### config.mk
export PLATFORM = sky130hd
export DESIGN_NAME = sdram_init_host
export DESIGN_NICKNAME = d
export VERILOG_FILES = /design/src/hdl/sdram_init_pkg.sv /design/src/hdl/sdram_addr_compose.sv /design/src/hdl/sdram_init_host.sv
export SDC_FILE = /design/constraint.sdc
export NUM_CORES = 1
export LEC_CHECK = 0
export ABC_CLOCK_PERIOD_IN_PS = 3550
export BUFFER_PORTS_ARGS = -buffer_cell sky130_fd_sc_hd__buf_2
export CORE_UTILIZATION = 54
export CTS_CLUSTER_SIZE = 20
export DETAILED_ROUTE_END_ITERATION = 8
export PLACE_DENSITY = 0.86
export SLEW_MARGIN = 20
export SYNTH_ARGS = -nofsm -noshare
export SYNTH_HDL_FRONTEND = slang
export SYNTH_SLANG_ARGS = --single-unit
### constraint.sdc
create_clock -name i_clk_sys -period 3.55 [get_ports i_clk_sys]
set_input_delay 0.1775 -clock i_clk_sys [delete_from_list [all_inputs] [get_ports i_clk_sys]]
set_output_delay 0.1775 -clock i_clk_sys [all_outputs]
set_load 0.1 [all_outputs]
### src/hdl/sdram_init_pkg.sv
package sdram_init_pkg;
    // ==========================================================
    // device register map (byte offsets from register base)
    localparam logic [31:0] REG_BASE       = 32'hffff_ea00;
    localparam logic [31:0] OFF_MODE       = 32'h0000_0000;
    localparam logic [31:0] OFF_REFRESH    = 32'h0000_0004;
    localparam logic [31:0] OFF_CONFIG     = 32'h0000_0008;
    localparam logic [31:0] OFF_LOWPOWER   = 32'h0000_0010;
    localparam logic [31:0] OFF_INT_STATUS = 32'h0000_0020;
    localparam logic [31:0] OFF_MEM_DEVICE = 32'h0000_0024;
    localparam logic [31:0] SDRAM_BASE     = 32'h2000_0000;
    // ==========================================================
    // command-mode field codes
    localparam logic [2:0]  MODE_NORMAL    = 3'h0;
    localparam logic [2:0]  MODE_NOP       = 3'h1;
    localparam logic [2:0]  MODE_PRECHARGE = 3'h2;
    localparam logic [2:0]  MODE_LOAD_MODE = 3'h3;
    localparam logic [2:0]  MODE_REFRESH   = 3'h4;
    localparam logic [2:0]  MODE_EXT_MODE  = 3'h5;
    // ==========================================================
    // init step numbering
    localparam logic [3:0]  STEP_NOP       = 4'h0;
    localparam logic [3:0]  STEP_PRE       = 4'h1;
    localparam logic [3:0]  STEP_REF_FIRST = 4'h2;
    localparam logic [3:0]  STEP_REF_LAST  = 4'h9;
    localparam logic [3:0]  STEP_MRS       = 4'ha;
    localparam logic [3:0]  STEP_EMRS      = 4'hb;
    localparam logic [3:0]  STEP_NORMAL    = 4'hc;
    localparam logic [1:0]  BANK_MRS       = 2'h0;
    localparam logic [1:0]  BANK_EMRS      = 2'h2;
    // ==========================================================
    // geometry
    localparam int          COL_MIN_BITS   = 8;
    localparam int          ROW_MIN_BITS   = 11;
    localparam int          COL_LSB        = 1;
    localparam int          ROW_W          = 13;
    localparam int          COL_W          = 11;
    // ==========================================================
    // timing
    localparam int          CLK_MHZ        = 100;
    localparam int          PAUSE_US       = 200;
    localparam int          PAUSE_CYC      = PAUSE_US * CLK_MHZ;
    localparam logic [11:0] REFRESH_DFLT   = 12'h61a;

    typedef enum logic [3:0] {
        ST_IDLE, ST_CONFIG, ST_LOWPOWER, ST_MEMDEV, ST_PAUSE,
        ST_MODE, ST_MEMWR, ST_REFRESH, ST_READY, ST_STATUS
    } state_type;
endpackage
### src/hdl/sdram_addr_compose.sv
`timescale 1ns/10ps
module sdram_addr_compose
    import sdram_init_pkg::*;
(
    input  wire logic [31:0]      i_base,
    input  wire logic [1:0]       i_bank_field,
    input  wire logic [ROW_W-1:0] i_row,
    input  wire logic [COL_W-1:0] i_col,
    input  wire logic             i_halfword_byte_select,
    input  wire logic [1:0]       i_row_code,
    input  wire logic [1:0]       i_col_code,
    output logic      [31:0]      o_addr
);
    // ==========================================================
    // field placement for a 16-bit data bus
    logic [4:0]  col_bits;
    logic [4:0]  row_bits;
    logic [31:0] col_part;
    logic [31:0] row_part;
    logic [31:0] bank_part;

    always_comb begin
        col_bits  = 5'(COL_MIN_BITS) + {3'h0, i_col_code};
        row_bits  = 5'(ROW_MIN_BITS) + {3'h0, i_row_code};
        col_part  = (32'(i_col) & ((32'h1 << col_bits) - 32'h1)) << COL_LSB;
        row_part  = (32'(i_row) & ((32'h1 << row_bits) - 32'h1))
                    << (32'(COL_LSB) + 32'(col_bits));
        // bank bit 1 lands above bank bit 0
        bank_part = 32'(i_bank_field)
                    << (32'(COL_LSB) + 32'(col_bits) + 32'(row_bits));
        o_addr    = i_base | bank_part | row_part | col_part
                    | {31'h0, i_halfword_byte_select};
    end
endmodule

### src/hdl/sdram_init_host.sv
`timescale 1ns/10ps
module sdram_init_host
    import sdram_init_pkg::*;
#(
    parameter int PAUSE_CYCLES = PAUSE_CYC
)(
    input  wire logic        i_clk_sys,
    input  wire logic        i_resetn,
    input  wire logic        i_start,
    input  wire logic [31:0] i_config_word,
    input  wire logic [31:0] i_lowpower_word,
    input  wire logic [31:0] i_memdev_word,
    input  wire logic        i_mobile,
    input  wire logic [11:0] i_refresh_count,
    input  wire logic [1:0]  i_row_code,
    input  wire logic [1:0]  i_col_code,
    input  wire logic        i_refresh_irq,
    input  wire logic        i_bus_ready,
    input  wire logic [31:0] i_bus_rdata,
    output logic             o_bus_valid,
    output logic             o_bus_write,
    output logic [31:0]      o_bus_addr,
    output logic [31:0]      o_bus_wdata,
    output logic             o_busy,
    output logic             o_done,
    output logic             o_refresh_error,
    output logic [31:0]      o_status_word
);
    import sdram_init_pkg::*;

    state_type   state_ff;
    state_type   nxt_state;
    logic [3:0]  step_ff;
    logic [3:0]  nxt_step;
    logic        mobile_ff;
    logic        valid_ff;
    logic        nxt_valid;
    logic        write_ff;
    logic        nxt_write;
    logic [31:0] addr_ff;
    logic [31:0] nxt_addr;
    logic [31:0] wdata_ff;
    logic [31:0] nxt_wdata;
    logic [31:0] pause_ff;
    logic        pause_done;
    logic        irq_meta_ff;
    logic        irq_sync_ff;
    logic        irq_prev_ff;
    logic        irq_rise;
    logic        irq_pend_ff;
    logic        done_ff;
    logic        err_ff;
    logic [31:0] status_ff;
    logic        busy_ff;
    logic [1:0]  step_bank;
    logic [31:0] step_mem_addr;
    logic        accepted;

    // ==========================================================
    // helpers
    function automatic logic [2:0] step_mode(input logic [3:0] step);
        if (step == STEP_NOP)
            step_mode = MODE_NOP;
        else if (step == STEP_PRE)
            step_mode = MODE_PRECHARGE;
        else if (step <= STEP_REF_LAST)
            step_mode = MODE_REFRESH;
        else if (step == STEP_MRS)
            step_mode = MODE_LOAD_MODE;
        else if (step == STEP_EMRS)
            step_mode = MODE_EXT_MODE;
        else
            step_mode = MODE_NORMAL;
    endfunction

    function automatic logic [31:0] reg_addr(input logic [31:0] off);
        reg_addr = REG_BASE + off;
    endfunction

    // ==========================================================
    // address of the command write for this step
    always_comb begin
        if (step_ff == STEP_EMRS)
            step_bank = BANK_EMRS;
        else
            step_bank = BANK_MRS;
    end

    sdram_addr_compose u_compose (
        .i_base                 (SDRAM_BASE),
        .i_bank_field           (step_bank),
        .i_row                  ('0),
        .i_col                  ('0),
        .i_halfword_byte_select (1'b0),
        .i_row_code             (i_row_code),
        .i_col_code             (i_col_code),
        .o_addr                 (step_mem_addr)
    );

    // ==========================================================
    // interrupt pin synchroniser
    always_ff @(posedge i_clk_sys or negedge i_resetn) begin
        if (!i_resetn) begin
            irq_meta_ff <= 1'b0;
            irq_sync_ff <= 1'b0;
            irq_prev_ff <= 1'b0;
        end else begin
            irq_meta_ff <= i_refresh_irq;
            irq_sync_ff <= irq_meta_ff;
            irq_prev_ff <= irq_sync_ff;
        end
    end

    assign irq_rise = irq_sync_ff && !irq_prev_ff;
    assign accepted = valid_ff && i_bus_ready;

    // pending interrupt: a new rise wins over the clear by the status read
    always_ff @(posedge i_clk_sys or negedge i_resetn) begin
        if (!i_resetn)
            irq_pend_ff <= 1'b0;
        else if (irq_rise)
            irq_pend_ff <= 1'b1;
        else if (state_ff == ST_STATUS && accepted)
            irq_pend_ff <= 1'b0;
    end

    // ==========================================================
    // power-up pause counter
    always_ff @(posedge i_clk_sys or negedge i_resetn) begin
        if (!i_resetn)
            pause_ff <= 32'h0;
        else if (state_ff == ST_PAUSE)
            pause_ff <= pause_ff + 32'h1;
        else
            pause_ff <= 32'h0;
    end

    assign pause_done = (pause_ff >= 32'(PAUSE_CYCLES - 1));

    // ==========================================================
    // sequence control
    always_comb begin
        nxt_state = state_ff;
        nxt_step  = step_ff;
        nxt_valid = valid_ff && !i_bus_ready;
        nxt_write = write_ff;
        nxt_addr  = addr_ff;
        nxt_wdata = wdata_ff;
        unique case (state_ff)
            ST_IDLE: begin
                if (i_start) begin
                    nxt_state = ST_CONFIG;
                    nxt_valid = 1'b1;
                    nxt_write = 1'b1;
                    nxt_addr  = reg_addr(OFF_CONFIG);
                    nxt_wdata = i_config_word;
                end
            end
            ST_CONFIG: begin
                if (accepted) begin
                    nxt_valid = 1'b1;
                    if (mobile_ff) begin
                        nxt_state = ST_LOWPOWER;
                        nxt_addr  = reg_addr(OFF_LOWPOWER);
                        nxt_wdata = i_lowpower_word;
                    end else begin
                        nxt_state = ST_MEMDEV;
                        nxt_addr  = reg_addr(OFF_MEM_DEVICE);
                        nxt_wdata = i_memdev_word;
                    end
                end
            end
            ST_LOWPOWER: begin
                if (accepted) begin
                    nxt_state = ST_MEMDEV;
                    nxt_valid = 1'b1;
                    nxt_addr  = reg_addr(OFF_MEM_DEVICE);
                    nxt_wdata = i_memdev_word;
                end
            end
            ST_MEMDEV: begin
                if (accepted)
                    nxt_state = ST_PAUSE;
            end
            ST_PAUSE: begin
                if (pause_done) begin
                    nxt_state = ST_MODE;
                    nxt_step  = STEP_NOP;
                    nxt_valid = 1'b1;
                    nxt_addr  = reg_addr(OFF_MODE);
                    nxt_wdata = {29'h0, step_mode(STEP_NOP)};
                end
            end
            ST_MODE: begin
                if (accepted) begin
                    nxt_state = ST_MEMWR;
                    nxt_valid = 1'b1;
                    nxt_addr  = step_mem_addr;
                    nxt_wdata = 32'h0;
                end
            end
            ST_MEMWR: begin
                if (accepted) begin
                    nxt_valid = 1'b1;
                    if (step_ff == STEP_NORMAL) begin
                        nxt_state = ST_REFRESH;
                        nxt_addr  = reg_addr(OFF_REFRESH);
                        nxt_wdata = {20'h0, i_refresh_count};
                    end else begin
                        nxt_state = ST_MODE;
                        if (step_ff == STEP_MRS && !mobile_ff)
                            nxt_step = STEP_NORMAL;
                        else
                            nxt_step = step_ff + 4'h1;
                        nxt_addr  = reg_addr(OFF_MODE);
                        nxt_wdata = {29'h0, step_mode(nxt_step)};
                    end
                end
            end
            ST_REFRESH: begin
                if (accepted)
                    nxt_state = ST_READY;
            end
            ST_READY: begin
                if (irq_pend_ff) begin
                    nxt_state = ST_STATUS;
                    nxt_valid = 1'b1;
                    nxt_write = 1'b0;
                    nxt_addr  = reg_addr(OFF_INT_STATUS);
                    nxt_wdata = 32'h0;
                end
            end
            ST_STATUS: begin
                if (accepted) begin
                    nxt_state = ST_READY;
                    nxt_write = 1'b1;
                end
            end
            default: begin
                nxt_state = ST_IDLE;
                nxt_valid = 1'b0;
            end
        endcase
    end

    always_ff @(posedge i_clk_sys or negedge i_resetn) begin
        if (!i_resetn) begin
            state_ff <= ST_IDLE;
            step_ff  <= STEP_NOP;
            valid_ff <= 1'b0;
            write_ff <= 1'b1;
            addr_ff  <= 32'h0;
            wdata_ff <= 32'h0;
        end else begin
            state_ff <= nxt_state;
            step_ff  <= nxt_step;
            valid_ff <= nxt_valid;
            write_ff <= nxt_write;
            addr_ff  <= nxt_addr;
            wdata_ff <= nxt_wdata;
        end
    end

    // mobile option captured at start
    always_ff @(posedge i_clk_sys or negedge i_resetn) begin
        if (!i_resetn)
            mobile_ff <= 1'b0;
        else if (state_ff == ST_IDLE && i_start)
            mobile_ff <= i_mobile;
    end

    // busy while the sequence or a status read runs
    always_ff @(posedge i_clk_sys or negedge i_resetn) begin
        if (!i_resetn)
            busy_ff <= 1'b0;
        else
            busy_ff <= (nxt_state != ST_IDLE) && (nxt_state != ST_READY);
    end

    // ==========================================================
    // completion and refresh-error reporting
    always_ff @(posedge i_clk_sys or negedge i_resetn) begin
        if (!i_resetn) begin
            done_ff   <= 1'b0;
            err_ff    <= 1'b0;
            status_ff <= 32'h0;
        end else begin
            done_ff <= (state_ff == ST_REFRESH && accepted) ? 1'b1 : (done_ff && !i_start);
            err_ff  <= 1'b0;
            if (state_ff == ST_STATUS && accepted) begin
                status_ff <= i_bus_rdata;
                err_ff    <= 1'b1;
            end
        end
    end

    assign o_bus_valid     = valid_ff;
    assign o_bus_write     = write_ff;
    assign o_bus_addr      = addr_ff;
    assign o_bus_wdata     = wdata_ff;
    assign o_busy          = busy_ff;
    assign o_done          = done_ff;
    assign o_refresh_error = err_ff;
    assign o_status_word   = status_ff;
endmodule

== Word level (Yosys, flattened, before mapping) ==
Cells that the tools add are included.

* Flip-flop bits (word level): 146
* Input port bits: 150
* Output and inout bits: 101
* Logic and storage cells: 138

* Add/sub/neg operators: 6
* Order comparisons: 2
* Equal/unequal tests: 25
* Shifts and indexed selects: 2
* Multiplexer cells: 60
* Bitwise logic cells: 1
* Reduce and logical (&&, ||, !) cells: 26

{| class="wikitable"
|+ Operators by type and width
! operator !! number
|-
| $mux W32 || 16
|-
| $pmux W32 S7 || 2
|-
| $mux W4 || 16
|-
| $pmux W4 S9 || 1
|-
| $add A32 B1 Y32 const B || 1
|-
| $add A32 B5 Y32 || 1
|-
| $ge A32 B15 Y1 const B || 1
|-
| $or A32 B32 Y32 || 1
|-
| $shl A1 B32 Y32 const A || 1
|-
| $shl A2 B32 Y32 || 1
|-
| $eq A4 B4 Y1 const B || 7
|-
| $mux W3 || 6
|-
| $ne A2 B2 Y1 const B || 9
|-
| $eq A4 B3 Y1 const B || 4
|-
| $mux W1 || 12
|-
| $mux W12 || 1
|-
| $add A4 B2 Y5 const A || 2
|-
| $logic_and A1 B1 Y1 || 9
|-
| $eq A4 B1 Y1 const B || 2
|-
| $eq A4 B2 Y1 const B || 2
|-
| $logic_not A4 Y1 || 2
|-
| $pmux W4 S2 || 1
|-
| $reduce_and A4 Y1 || 2
|-
| $reduce_and A8 Y1 || 1
|-
| 16 further kinds || 21
|}

== Depth between registers and ports, before layout ==
Gate-level depths: netlist (run 1).

* Depth after elaboration: 15
* Mapped depth: 10
* Gate-level depth less buffers: 10

== Modules after synthesis ==
From an unflattened synthesis (run 1), not the netlist that was laid out.

* Cell total of the unflattened synthesis: 816
* Area total of the unflattened synthesis: 8,303.0 µm²

{| class="wikitable"
|+ By module, submodules not included
! module !! instances !! cells an instance !! area each (µm²) !! sequential area each (µm²)
|-
| sdram_init_host || 1 || 647 || 7,118.1 || 3,654.8
|-
| sdram_addr_compose || 1 || 169 || 1,184.9 || 0.0
|}

== Worst setup path after synthesis (run 1) ==
Ideal clock, no wire load.

* Path kind: reg2reg
* Start point: reg valid_ff (netlist: o_bus_valid)
* End point: reg status_ff[10] (netlist: o_status_word[10])
* Setup time: 0.125 ns
* Data arrival time: 2.410 ns
* Data required time: 3.425 ns
* Path slack: 1.015 ns
* Stages on the path, launching flop included: 7
* Path buffers: 2
* Period minus slack after synthesis: 2.535 ns
* Cell sequence: dfrtp_1 > and2_1 > clkbuf_1 > nand2_1 > nor3b_2 > buf_2 > mux2_2

* Longest elaborated chain between the ends: 2

{| class="wikitable"
|+ RTL lines
! item !! line !! RTL
|-
| start: declaration || sdram_init_host.sv:36 || <nowiki>logic valid_ff;</nowiki>
|-
| start signal: assignment || sdram_init_host.sv:257 || <nowiki>valid_ff <= nxt_valid;</nowiki>
|-
| $logic_and A1 B1 Y1 || sdram_init_host.sv:115 || <nowiki>assign accepted = valid_ff && i_bus_ready;</nowiki>
|-
| $logic_and A1 B1 Y1 || sdram_init_host.sv:290 || <nowiki>if (state_ff == ST_STATUS && accepted) begin</nowiki>
|-
| end signal: assignment || sdram_init_host.sv:291 || <nowiki>status_ff <= i_bus_rdata;</nowiki>
|-
| end: declaration || sdram_init_host.sv:53 || <nowiki>logic [31:0] status_ff;</nowiki>
|}

No other way between the ends.
A chain may end at the register's enable or synchronous reset.

== Worst setup path in the final report (run 1) ==
* Start point: reg state_ff[0]
* End point: reg wdata_ff[29] (netlist: o_bus_wdata[29])

* Longest elaborated chain between the ends: 3
* Elaborated cells on any way between the ends: 17
* Classes of those cells: 13 x eq/ne; 1 x mux; 3 x reduce/logical

{| class="wikitable"
|+ RTL lines
! item !! line !! RTL
|-
| start: declaration || sdram_init_host.sv:31 || <nowiki>state_type state_ff;</nowiki>
|-
| start signal: assignment || sdram_init_host.sv:255 || <nowiki>state_ff <= nxt_state;</nowiki>
|-
| $eq A4 B3 Y1, or another cell as far along || sdram_init_host.sv:149 || <nowiki>unique case (state_ff)</nowiki>
|-
| $reduce_bool A7 Y1 (no source line) or $ne A2 B2 Y1 (tied branches) || -- ||
|-
| $reduce_and A8 Y1 (no source line) || -- ||
|-
| end signal: assignment || sdram_init_host.sv:260 || <nowiki>wdata_ff <= nxt_wdata;</nowiki>
|-
| end: declaration || sdram_init_host.sv:42 || <nowiki>logic [31:0] wdata_ff;</nowiki>
|}

Parallel ways exist; a longest one is shown, timed or not.

==> results_tabular.tex, run 1 <==
\begin{tabular}{lr}
\hline
Metric & Value \\
\hline
\multicolumn{2}{l}{\textbf{Routing}} \\
\quad Residual DRC count & 0 \\
\quad Router iterations before antenna repair & 9 \\
\quad Avg WL per Cell & about 18 um \\
\quad Vias/cell & about 5.7 \\
\quad Sum of routed wire length over all layers & between 15 and 20 mm \\
\quad Number of routed nets with antenna violations & 0 \\
\quad Number of DRC violations after detailed-routing iteration 0 & around 700 \\
\quad Number of vias after detailed routing & 6215 \\
\multicolumn{2}{l}{\textbf{Synthesis}} \\
\quad Gate count of the mapped netlist & roughly 650 \\
\quad Proportion of netlist area held by the largest area contributor & about 50\% \\
\quad Post-synthesis instance area & around 6800 um2 \\
\quad Commonest register cell after synthesis & sky130\_fd\_sc\_hd\_\_dfrtp\_1 \\
\quad Fraction of synthesis flops using an asynchronous set or reset pin & between 90\% and 100\% \\
\quad Post-Synthesis Mean Instance Area & 10.5 um2 \\
\quad Dominant cell type by area after synthesis & sky130\_fd\_sc\_hd\_\_dfrtp\_1 \\
\quad Count of different cell masters after synthesis & 71 \\
\quad Sequential area share after synthesis & between 40\% and 50\% \\
\quad Most frequent cell after synthesis & sky130\_fd\_sc\_hd\_\_dfrtp\_1 \\
\quad Largest cells by area after synthesis & sky130\_fd\_sc\_hd\_\_dfrtp\_1, sky130\_fd\_sc\_hd\_\_mux2\_2, sky130\_fd\_sc\_hd\_\_a222oi\_1, sky130\_fd\_sc\_hd\_\_mux2i\_1, sky130\_fd\_sc\_hd\_\_inv\_1 \\
\quad Yosys synthesis warning count & 0 \\
\quad Count of flip-flops with a built-in enable after synthesis & 0 \\
\quad Number of register bits inferred by synthesis & between 100 and 150 \\
\quad Synth cell count leaders & sky130\_fd\_sc\_hd\_\_dfrtp\_1, sky130\_fd\_sc\_hd\_\_inv\_1, sky130\_fd\_sc\_hd\_\_nor2\_1 \\
\multicolumn{2}{l}{\textbf{Finish}} \\
\quad Final-layout fill cell count & between 800 and 900 \\
\quad Footprint of the flip-flops and latches & $\sim$3400 um2 \\
\quad Footprint of the multi-input gates & between 3000 and 4000 um2 \\
\quad Area growth syn-to-layout & 32.5\% \\
\quad NumNets Final & approximately 1100 \\
\quad Final core occ & roughly three quarters \\
\quad Share of cells above drive strength 1 & a little over a third \\
\multicolumn{2}{l}{\textbf{Setup path}} \\
\quad Reg-to-reg setup timing slack & between 700 and 800 ps \\
\quad Critical path type & reg -> reg \\
\quad Element type at the critical path start & flip-flop \\
\quad Category of the worst setup path capture point & flip-flop \\
\quad WP data required & $\sim$3900 ps \\
\quad CP max FO & 20 \\
\quad Beginning of the worst register-to-register path & state\_ff[0]\$\_DFF\_PN0\_ \\
\quad Endpoint of the most critical register-to-register path & o\_bus\_wdata[29]\$\_DFFE\_PN0P\_ \\
\quad Number of cells on the worst reg-to-reg path & 5 \\
\quad Worst endpoint data arrival time & around 3200 ps \\
\multicolumn{2}{l}{\textbf{CTS}} \\
\quad Root Driver & sky130\_fd\_sc\_hd\_\_clkbuf\_16 \\
\quad Cts-stage hold buffer count & 28 \\
\quad TritonCTS clock tree & done \\
\quad Clock insertion delay at the later pin of the skew report & 410 ps \\
\quad Count of clock tree sinks & around 130 \\
\quad Total clock buffers created by CTS & 17 \\
\quad Buffer levels on the longest clock path & 2 \\
\quad Postcts setup bufs & 0 \\
\quad Level count of the clock H-tree & 4 \\
\quad Clock edge transition at the registers on the reported setup and hold paths & around 60 ps \\
\quad Number of instances resized during post-cts repair & 0 \\
\multicolumn{2}{l}{\textbf{Global routing}} \\
\quad Via count of the first global-routing pass & $\sim$6000 \\
\quad First-pass GRT wire length & 31.0 mm \\
\quad Largest net degree at the start of global routing & 102 \\
\quad Total track usage & a little under a third \\
\quad Global route total overflow & 0 \\
\quad Initial antenna violation count & 1 \\
\multicolumn{2}{l}{\textbf{Worst hold path}} \\
\quad Worst Hold Depth & 2 \\
\quad Worst Hold End & o\_status\_word[14]\$\_DFFE\_PN0P\_ \\
\quad Type of the most critical hold path & in -> reg \\
\quad Worst Hold Launch & i\_bus\_rdata[14] \\
\multicolumn{2}{l}{\textbf{Floorplanning}} \\
\quad Die area & between 10000 and 15000 um2 \\
\quad Num rows & 40 \\
\quad Horizontal die dimension & between 100 and 150 um \\
\quad Starting density of the core & a little under three fifths \\
\quad Placeable Area & roughly 12000 um2 \\
\quad Top-level port count & about 250 \\
\quad Die Y-Extent & 114 um \\
\multicolumn{2}{l}{\textbf{Placed design}} \\
\quad Worst slack after detailed placement & a little under 700 ps \\
\quad RD Place Congestion & around 0.85 \\
\quad Buffers on Ports & roughly 240 \\
\quad Sum of net half-perimeters after detailed placement & 13.4 mm \\
\multicolumn{2}{l}{\textbf{Pwr}} \\
\quad Overall power of the completed layout & between 3 and 4 mW \\
\quad Max IR drop VDD & 0.308 mV \\
\quad Internal power of the cells & between 2 and 3 mW \\
\quad Cell Pwr Density & between 300 and 400 nW/um2 \\
\quad Sw Ratio & 22.8\% \\
\quad LEAKAGE & around 4.6 nW \\
\quad Sequential Power Share & between 40\% and 50\% \\
\quad Clk network pwr share & 50.9\% \\
\quad Proportion of power drawn by combinational gates & under 10\% \\
\quad Net Switching & a little over 0.8 mW \\
\multicolumn{2}{l}{\textbf{Outcome}} \\
\quad Outcome & finished clean \\
\multicolumn{2}{l}{\textbf{Flow run}} \\
\quad Maximum Capacitance Violations & 0 \\
\multicolumn{2}{l}{\textbf{Timing}} \\
\quad Maximum clock rate & about 350 MHz \\
\quad Hold violation count in the final report & 0 \\
\quad Normalized max-slew margin & roughly two fifths \\
\quad Smallest setup slack after layout & around 710 ps \\
\quad Worst slew pin tran & between 900 and 1000 ps \\
\quad Post-Route Skew & between 9 and 10 ps \\
\quad Pins over their slew limit & 0 \\
\quad Tcrit/Tclk final & about four fifths \\
\quad Unrepaired setup endpoints after global routing & false \\
\quad Minimum clock period after layout & approximately 2800 ps \\
\quad Accumulated negative setup slack & 0 ps \\
\quad Final setup fails & 0 \\
\hline
\end{tabular}
==> cell families (layout without fill, tap and decap cells) <==
logic type	count (synthesis)	after routing	share of synthesized area, %
AO/OA/AOI/OAI	115	115	13.1
adder cells (fa/ha/maj)	9	9	1.76
multiplexers	68	68	10.8
buffers and inverters	104	366	6.70
AND/OR/NAND/NOR	188	188	14.9
other	1	8	0.0551
XOR/XNOR	27	27	3.47
flip-flops	134	134	49.2
==> stage by stage <==
stage / instance area, um2 / hold slack [ps] / instances
3_5_place_dp: 8120 / 288 / 1021
3_3_place_gp: 8120 / 288 / 1021
4_1_cts: 9010 / 1.74 / 1081
6_report: 9030 / 15.3 / 1083
5_1_grt: 9030 / -0.0824 / 1083
2_1_floorplan: 6830 / -118 / 652
==> cells in the final DEF (no fill, tap or decap), types with 9 or more instances in the layout <==
| cell type | Yosys | routed |
|---|---|---|
| sky130_fd_sc_hd__nor2_1 | 41 | 41 |
| sky130_fd_sc_hd__mux2i_1 | 23 | 23 |
| sky130_fd_sc_hd__nand3_1 | 14 | 14 |
| sky130_fd_sc_hd__buf_4 | 13 | 9 |
| sky130_fd_sc_hd__mux2_2 | 34 | 34 |
| sky130_fd_sc_hd__clkbuf_16 | 0 | 17 |
| sky130_fd_sc_hd__nor3_1 | 17 | 17 |
| sky130_fd_sc_hd__a21oi_1 | 27 | 27 |
| sky130_fd_sc_hd__a222oi_1 | 30 | 30 |
| sky130_fd_sc_hd__nand2_1 | 39 | 39 |
| sky130_fd_sc_hd__o21ai_0 | 14 | 14 |
| sky130_fd_sc_hd__dlygate4sd3_1 | 0 | 29 |
| sky130_fd_sc_hd__inv_1 | 52 | 52 |
| sky130_fd_sc_hd__and3_1 | 10 | 9 |
| sky130_fd_sc_hd__dfrtp_1 | 133 | 133 |
| sky130_fd_sc_hd__mux2_1 | 11 | 11 |
| sky130_fd_sc_hd__xnor2_1 | 18 | 18 |
| sky130_fd_sc_hd__buf_2 | 8 | 242 |
| sky130_fd_sc_hd__xor2_1 | 9 | 9 |
==> sequential cells by signal, summed over array words and instances, names as in the netlist, 4 cells and up <==
name and count:
step_ff 4, pause_ff 32, state_ff 4, o_bus_addr 20
o_bus_wdata 32, o_status_word 32
==> power groups by stage <==
stage	combinational, mW	clock, mW	sequential, mW
CTS	0.229	1.84	1.53
floorplan	0.0826	0	1.56
global placement	0.199	0	1.56
finish	0.233	1.83	1.53
global route	0.254	1.91	1.53
detailed placement	0.203	0	1.56
==> how the worst max path moves through the flow <==
stage / slack, ps / end / from
after floorplan: 1010 / o_status_word[10]$_DFFE_PN0P_ / o_bus_valid$_DFF_PN0_
final: 710 / o_bus_wdata[29]$_DFFE_PN0P_ / state_ff[0]$_DFF_PN0_
after global routing: 490 / o_bus_wdata[13]$_DFFE_PN0P_ / state_ff[2]$_DFF_PN0_
after detailed placement: 690 / o_bus_wdata[27]$_DFFE_PN0P_ / state_ff[0]$_DFF_PN0_
after CTS: 700 / o_bus_wdata[18]$_DFFE_PN0P_ / state_ff[0]$_DFF_PN0_
after global placement: 790 / o_bus_wdata[21]$_DFFE_PN0P_ / state_ff[0]$_DFF_PN0_
==> routing by layer <==
layer / share of wire (%) / up-vias / track usage, %
met4: 4.3 / 0 / 15.3
met5: 0 / - / 0
met2: 51 / 317 / 53.1
li1: - / 2818 / -
met3: 6.5 / 57 / 6.99
met1: 38 / 3023 / 37.9
==> final cells by class <==
class	instances	share of cell area, %
timing repair buffer	282	17.7
sequential	134	37.2
inverter	52	2.16
multi-input combinational	414	33.8
clock buffer	20	4.95
antenna	1	0.0277
clock inverter	12	1.87
tap	168	2.33
==> critical path: stages (launching register included) <==
cell                        delay [ps]
sky130_fd_sc_hd__dfrtp_1           570
sky130_fd_sc_hd__nor4b_2           570
sky130_fd_sc_hd__o2111ai_1         420
sky130_fd_sc_hd__a31oi_4           710
sky130_fd_sc_hd__buf_4             270
sky130_fd_sc_hd__mux2i_1           200
No activity file was read; power rests on OpenSTA's default activity.
==> run 2, diff against run 1 <==
- ABC_CLOCK_PERIOD_IN_PS: 3550 -> 2700
- CORE_UTILIZATION: 54 -> 50
- PLACE_DENSITY: 0.86 -> 0.81
- clock period: 3.55 -> 2.7 ns (I/O delays scaled with it)
==> results_tabular.tex, run 2 (synthesis gave the netlist of run 1 again) <==
\begin{tabular}{lr}
\hline
Metric & Value \\
\hline
\multicolumn{2}{l}{\textbf{Timing}} \\
\quad Minimum clock period after layout & 2450 ps (-395 ps) \\
\quad Accumulated negative setup slack & 0 ps (unchanged) \\
\quad Maximum clock rate & 409 MHz (+16\%) \\
\quad Tcrit/Tclk final & 90.6\% (+11 points) \\
\quad Pins over their slew limit & 0 (unchanged) \\
\quad Unrepaired setup endpoints after global routing & false \\
\quad Worst slew pin tran & 846 ps (-75.1 ps) \\
\quad Hold violation count in the final report & 0 (unchanged) \\
\quad Final setup fails & 0 (unchanged) \\
\quad Hold slack final & 22.9 ps (+7.58 ps) \\
\quad Post-Route Skew & 12.8 ps (+3.69 ps) \\
\quad Normalized max-slew margin & 43.4\% (+5.0 points) \\
\multicolumn{2}{l}{\textbf{Worst hold path}} \\
\quad Worst Hold End & o\_bus\_wdata[29]\$\_DFFE\_PN0P\_ \\
\quad Worst Hold Launch & i\_config\_word[29] \\
\quad Worst Hold Depth & 3 (+1) \\
\quad Type of the most critical hold path & in -> reg \\
\multicolumn{2}{l}{\textbf{Setup path}} \\
\quad Element type at the critical path start & flip-flop \\
\quad Critical path type & reg -> reg \\
\quad WP data required & 3040 ps (-840 ps) \\
\quad Reg-to-reg setup timing slack & 250 ps (-460 ps) \\
\quad CP max FO & 20 (unchanged) \\
\quad Beginning of the worst register-to-register path & state\_ff[0]\$\_DFF\_PN0\_ \\
\quad Endpoint of the most critical register-to-register path & o\_bus\_wdata[18]\$\_DFFE\_PN0P\_ \\
\quad Worst endpoint data arrival time & 2780 ps (-390 ps) \\
\quad Category of the worst setup path capture point & flip-flop \\
\quad Number of cells on the worst reg-to-reg path & 5 (unchanged) \\
\multicolumn{2}{l}{\textbf{CTS}} \\
\quad Root Driver & sky130\_fd\_sc\_hd\_\_clkbuf\_16 \\
\quad Total clock buffers created by CTS & 17 (unchanged) \\
\quad Number of instances resized during post-cts repair & 0 (unchanged) \\
\quad Clock insertion delay at the later pin of the skew report & 420 ps (about the same) \\
\quad Count of clock tree sinks & 134 (unchanged) \\
\quad Buffer levels on the longest clock path & 2 (unchanged) \\
\quad Level count of the clock H-tree & 4 (unchanged) \\
\quad TritonCTS clock tree & done \\
\quad Postcts setup bufs & 0 (unchanged) \\
\quad Clock edge transition at the registers on the reported setup and hold paths & 60 ps (about the same) \\
\multicolumn{2}{l}{\textbf{Routing}} \\
\quad Residual DRC count & 5 (+5) \\
\quad Router iterations before antenna repair & 9 (unchanged) \\
\quad Sum of routed wire length over all layers & 19.1 mm (-4.7\%) \\
\quad Vias/cell & 5.59 (-2.6\%) \\
\quad Avg WL per Cell & 17.3 um (-6.5\%) \\
\quad Number of vias after detailed routing & 6168 (-0.76\%) \\
\quad Number of routed nets with antenna violations & 0 (unchanged) \\
\quad Number of DRC violations after detailed-routing iteration 0 & 557 (-21\%) \\
\multicolumn{2}{l}{\textbf{Flow run}} \\
\quad Maximum Capacitance Violations & 0 (unchanged) \\
\multicolumn{2}{l}{\textbf{Pwr}} \\
\quad Max IR drop VDD & 0.460 mV (+49\%) \\
\quad Proportion of power drawn by combinational gates & 6.9\% (+0.4 points) \\
\quad Cell Pwr Density & 502 nW/um2 (+26\%) \\
\quad Sequential Power Share & 43.9\% (+1.3 points) \\
\quad Clk network pwr share & 49.3\% (-1.6 points) \\
\quad Sw Ratio & 23.3\% (+0.48 points) \\
\quad Net Switching & 1.07 mW (+30\%) \\
\quad LEAKAGE & 4.64 nW (+0.86\%) \\
\quad Internal power of the cells & 3.52 mW (+27\%) \\
\multicolumn{2}{l}{\textbf{Placed design}} \\
\quad Sum of net half-perimeters after detailed placement & 13.2 mm (-1.8\%) \\
\quad Buffers on Ports & 243 (unchanged) \\
\quad RD Place Congestion & 0.877 (+3.3\%) \\
\multicolumn{2}{l}{\textbf{Floorplanning}} \\
\quad Die area & 14100 um2 (+7.9\%) \\
\quad Starting density of the core & 51.4\% (-4.6 points) \\
\quad Top-level port count & 251 (unchanged) \\
\quad Horizontal die dimension & 119 um (+3.9\%) \\
\quad Placeable Area & 13200 um2 (+8.9\%) \\
\quad Num rows & 42 (+5.0\%) \\
\quad Die Y-Extent & 119 um (+3.9\%) \\
\multicolumn{2}{l}{\textbf{Global routing}} \\
\quad Total track usage & 28.0\% (-3.3 points) \\
\quad Via count of the first global-routing pass & 6021 (-1.7\%) \\
\quad Initial antenna violation count & 1 (unchanged) \\
\quad First-pass GRT wire length & 30.5 mm (-1.6\%) \\
\quad Global route total overflow & 0 (unchanged) \\
\quad Largest net degree at the start of global routing & 71 (-30\%) \\
\multicolumn{2}{l}{\textbf{Finish}} \\
\quad Commonest non-fill, non-tap cell in the layout & sky130\_fd\_sc\_hd\_\_buf\_2 \\
\quad Final core occ & 69.0\% (-5.3 points) \\
\quad Area growth syn-to-layout & 34.1\% \\
\quad NumNets Final & 1074 (+1.3\%) \\
\quad Commonest non-fill, non-tap cells in the layout & sky130\_fd\_sc\_hd\_\_buf\_2, sky130\_fd\_sc\_hd\_\_dfrtp\_1, sky130\_fd\_sc\_hd\_\_inv\_1, sky130\_fd\_sc\_hd\_\_nor2\_1, sky130\_fd\_sc\_hd\_\_nand2\_1 \\
\quad Share of cells above drive strength 1 & 36.5\% (+0.25 points) \\
\multicolumn{2}{l}{\textbf{Outcome}} \\
\quad Outcome & complete, but fails checks \\
\quad Violated checks & design-rule violations \\
\hline
\end{tabular}
-- run 2: changes by cell type in the layout (fill, tap and decap cells not counted) --
cell / before / now
sky130_fd_sc_hd__clkinv_4: 6 / 3
sky130_fd_sc_hd__clkinv_2: 0 / 2
sky130_fd_sc_hd__bufinv_16: 3 / 2
sky130_fd_sc_hd__and3_1: 9 / 10
sky130_fd_sc_hd__dlygate4sd3_1: 29 / 36
sky130_fd_sc_hd__buf_4: 9 / 15
sky130_fd_sc_hd__and3_2: 1 / 0
sky130_fd_sc_hd__clkbuf_8: 1 / 0
sky130_fd_sc_hd__clkinvlp_4: 0 / 4
sky130_fd_sc_hd__buf_12: 1 / 2
sky130_fd_sc_hd__clkbuf_1: 2 / 0
-- run 2: what timing repair did --
| action | CTS | global route |
|---|---|---|
| setup endpoints to repair | 0 | 0 |
| hold endpoints to repair | 102 | 0 |
| hold buffers | 36 | 0 |
-- run 2: worst max-delay path, stage by stage (launching register included) --
cell and delay, ps:
sky130_fd_sc_hd__dfrtp_1 610, sky130_fd_sc_hd__or3b_2 530, sky130_fd_sc_hd__a21boi_2 550, sky130_fd_sc_hd__buf_4 350, sky130_fd_sc_hd__a222oi_1 150, sky130_fd_sc_hd__mux2i_1 170
-- run 2: final cells by class --
| cell class | instances | area (um2) |
|---|---|---|
| flip-flops and latches | 134 | 3350 |
| well taps | 176 | 220 |
| clock buffers | 17 | 425 |
| repair buffers | 296 | 1740 |
| diodes | 1 | 2.50 |
| fillers | 998 | 4110 |
| inverters | 52 | 195 |
| multi-input cells | 414 | 3050 |
| clock inverters | 14 | 153 |
-- run 2: how the worst max path moves through the flow --
| stage | startpoint | to | slack, ps | depth (start not counted) |
|---|---|---|---|---|
| global placement | pause_ff[6]$_DFF_PN0_ | o_bus_wdata[10]$_DFFE_PN0P_ | 360 | 5 |
| finish | state_ff[0]$_DFF_PN0_ | o_bus_wdata[18]$_DFFE_PN0P_ | 250 | 5 |
| floorplan | o_bus_valid$_DFF_PN0_ | o_status_word[10]$_DFFE_PN0P_ | 160 | 6 |
| global route | state_ff[0]$_DFF_PN0_ | o_bus_wdata[18]$_DFFE_PN0P_ | 110 | 5 |
| detailed placement | pause_ff[6]$_DFF_PN0_ | o_bus_wdata[10]$_DFFE_PN0P_ | 300 | 5 |
| CTS | pause_ff[6]$_DFF_PN0_ | o_bus_wdata[11]$_DFFE_PN0P_ | 290 | 5 |
-- run 2: through the flow --
step                worst slack [ps]  total power [mW]  instances  area [um2]
floorplan                        165              2.16        652        6830
global placement                 360              2.31       1036        8190
CTS                              290              4.61       1103        9130
finish                           253              4.59       1104        9130
detailed placement               299              2.32       1036        8190
global route                     109              4.74       1104        9130
-- run 2: metal layers --
layer / GRT usage [%] / vias up / wire length (um)
met1: 33.6 / 3016 / 7830
met2: 46.5 / 241 / 9320
li1: - / 2852 / -
met3: 6.66 / 59 / 1070
met5: 0 / - / 0
met4: 14.7 / 0 / 839
-- run 2: power groups by stage --
| stage | Sequential, mW | Combinational [mW] | Clock, mW |
|---|---|---|---|
| 6_report | 2.01 | 0.315 | 2.26 |
| 3_3_place_gp | 2.05 | 0.266 | 0 |
| 4_1_cts | 2.01 | 0.313 | 2.28 |
| 5_1_grt | 2.01 | 0.345 | 2.39 |
| 2_1_floorplan | 2.05 | 0.109 | 0 |
| 3_5_place_dp | 2.05 | 0.271 | 0 |
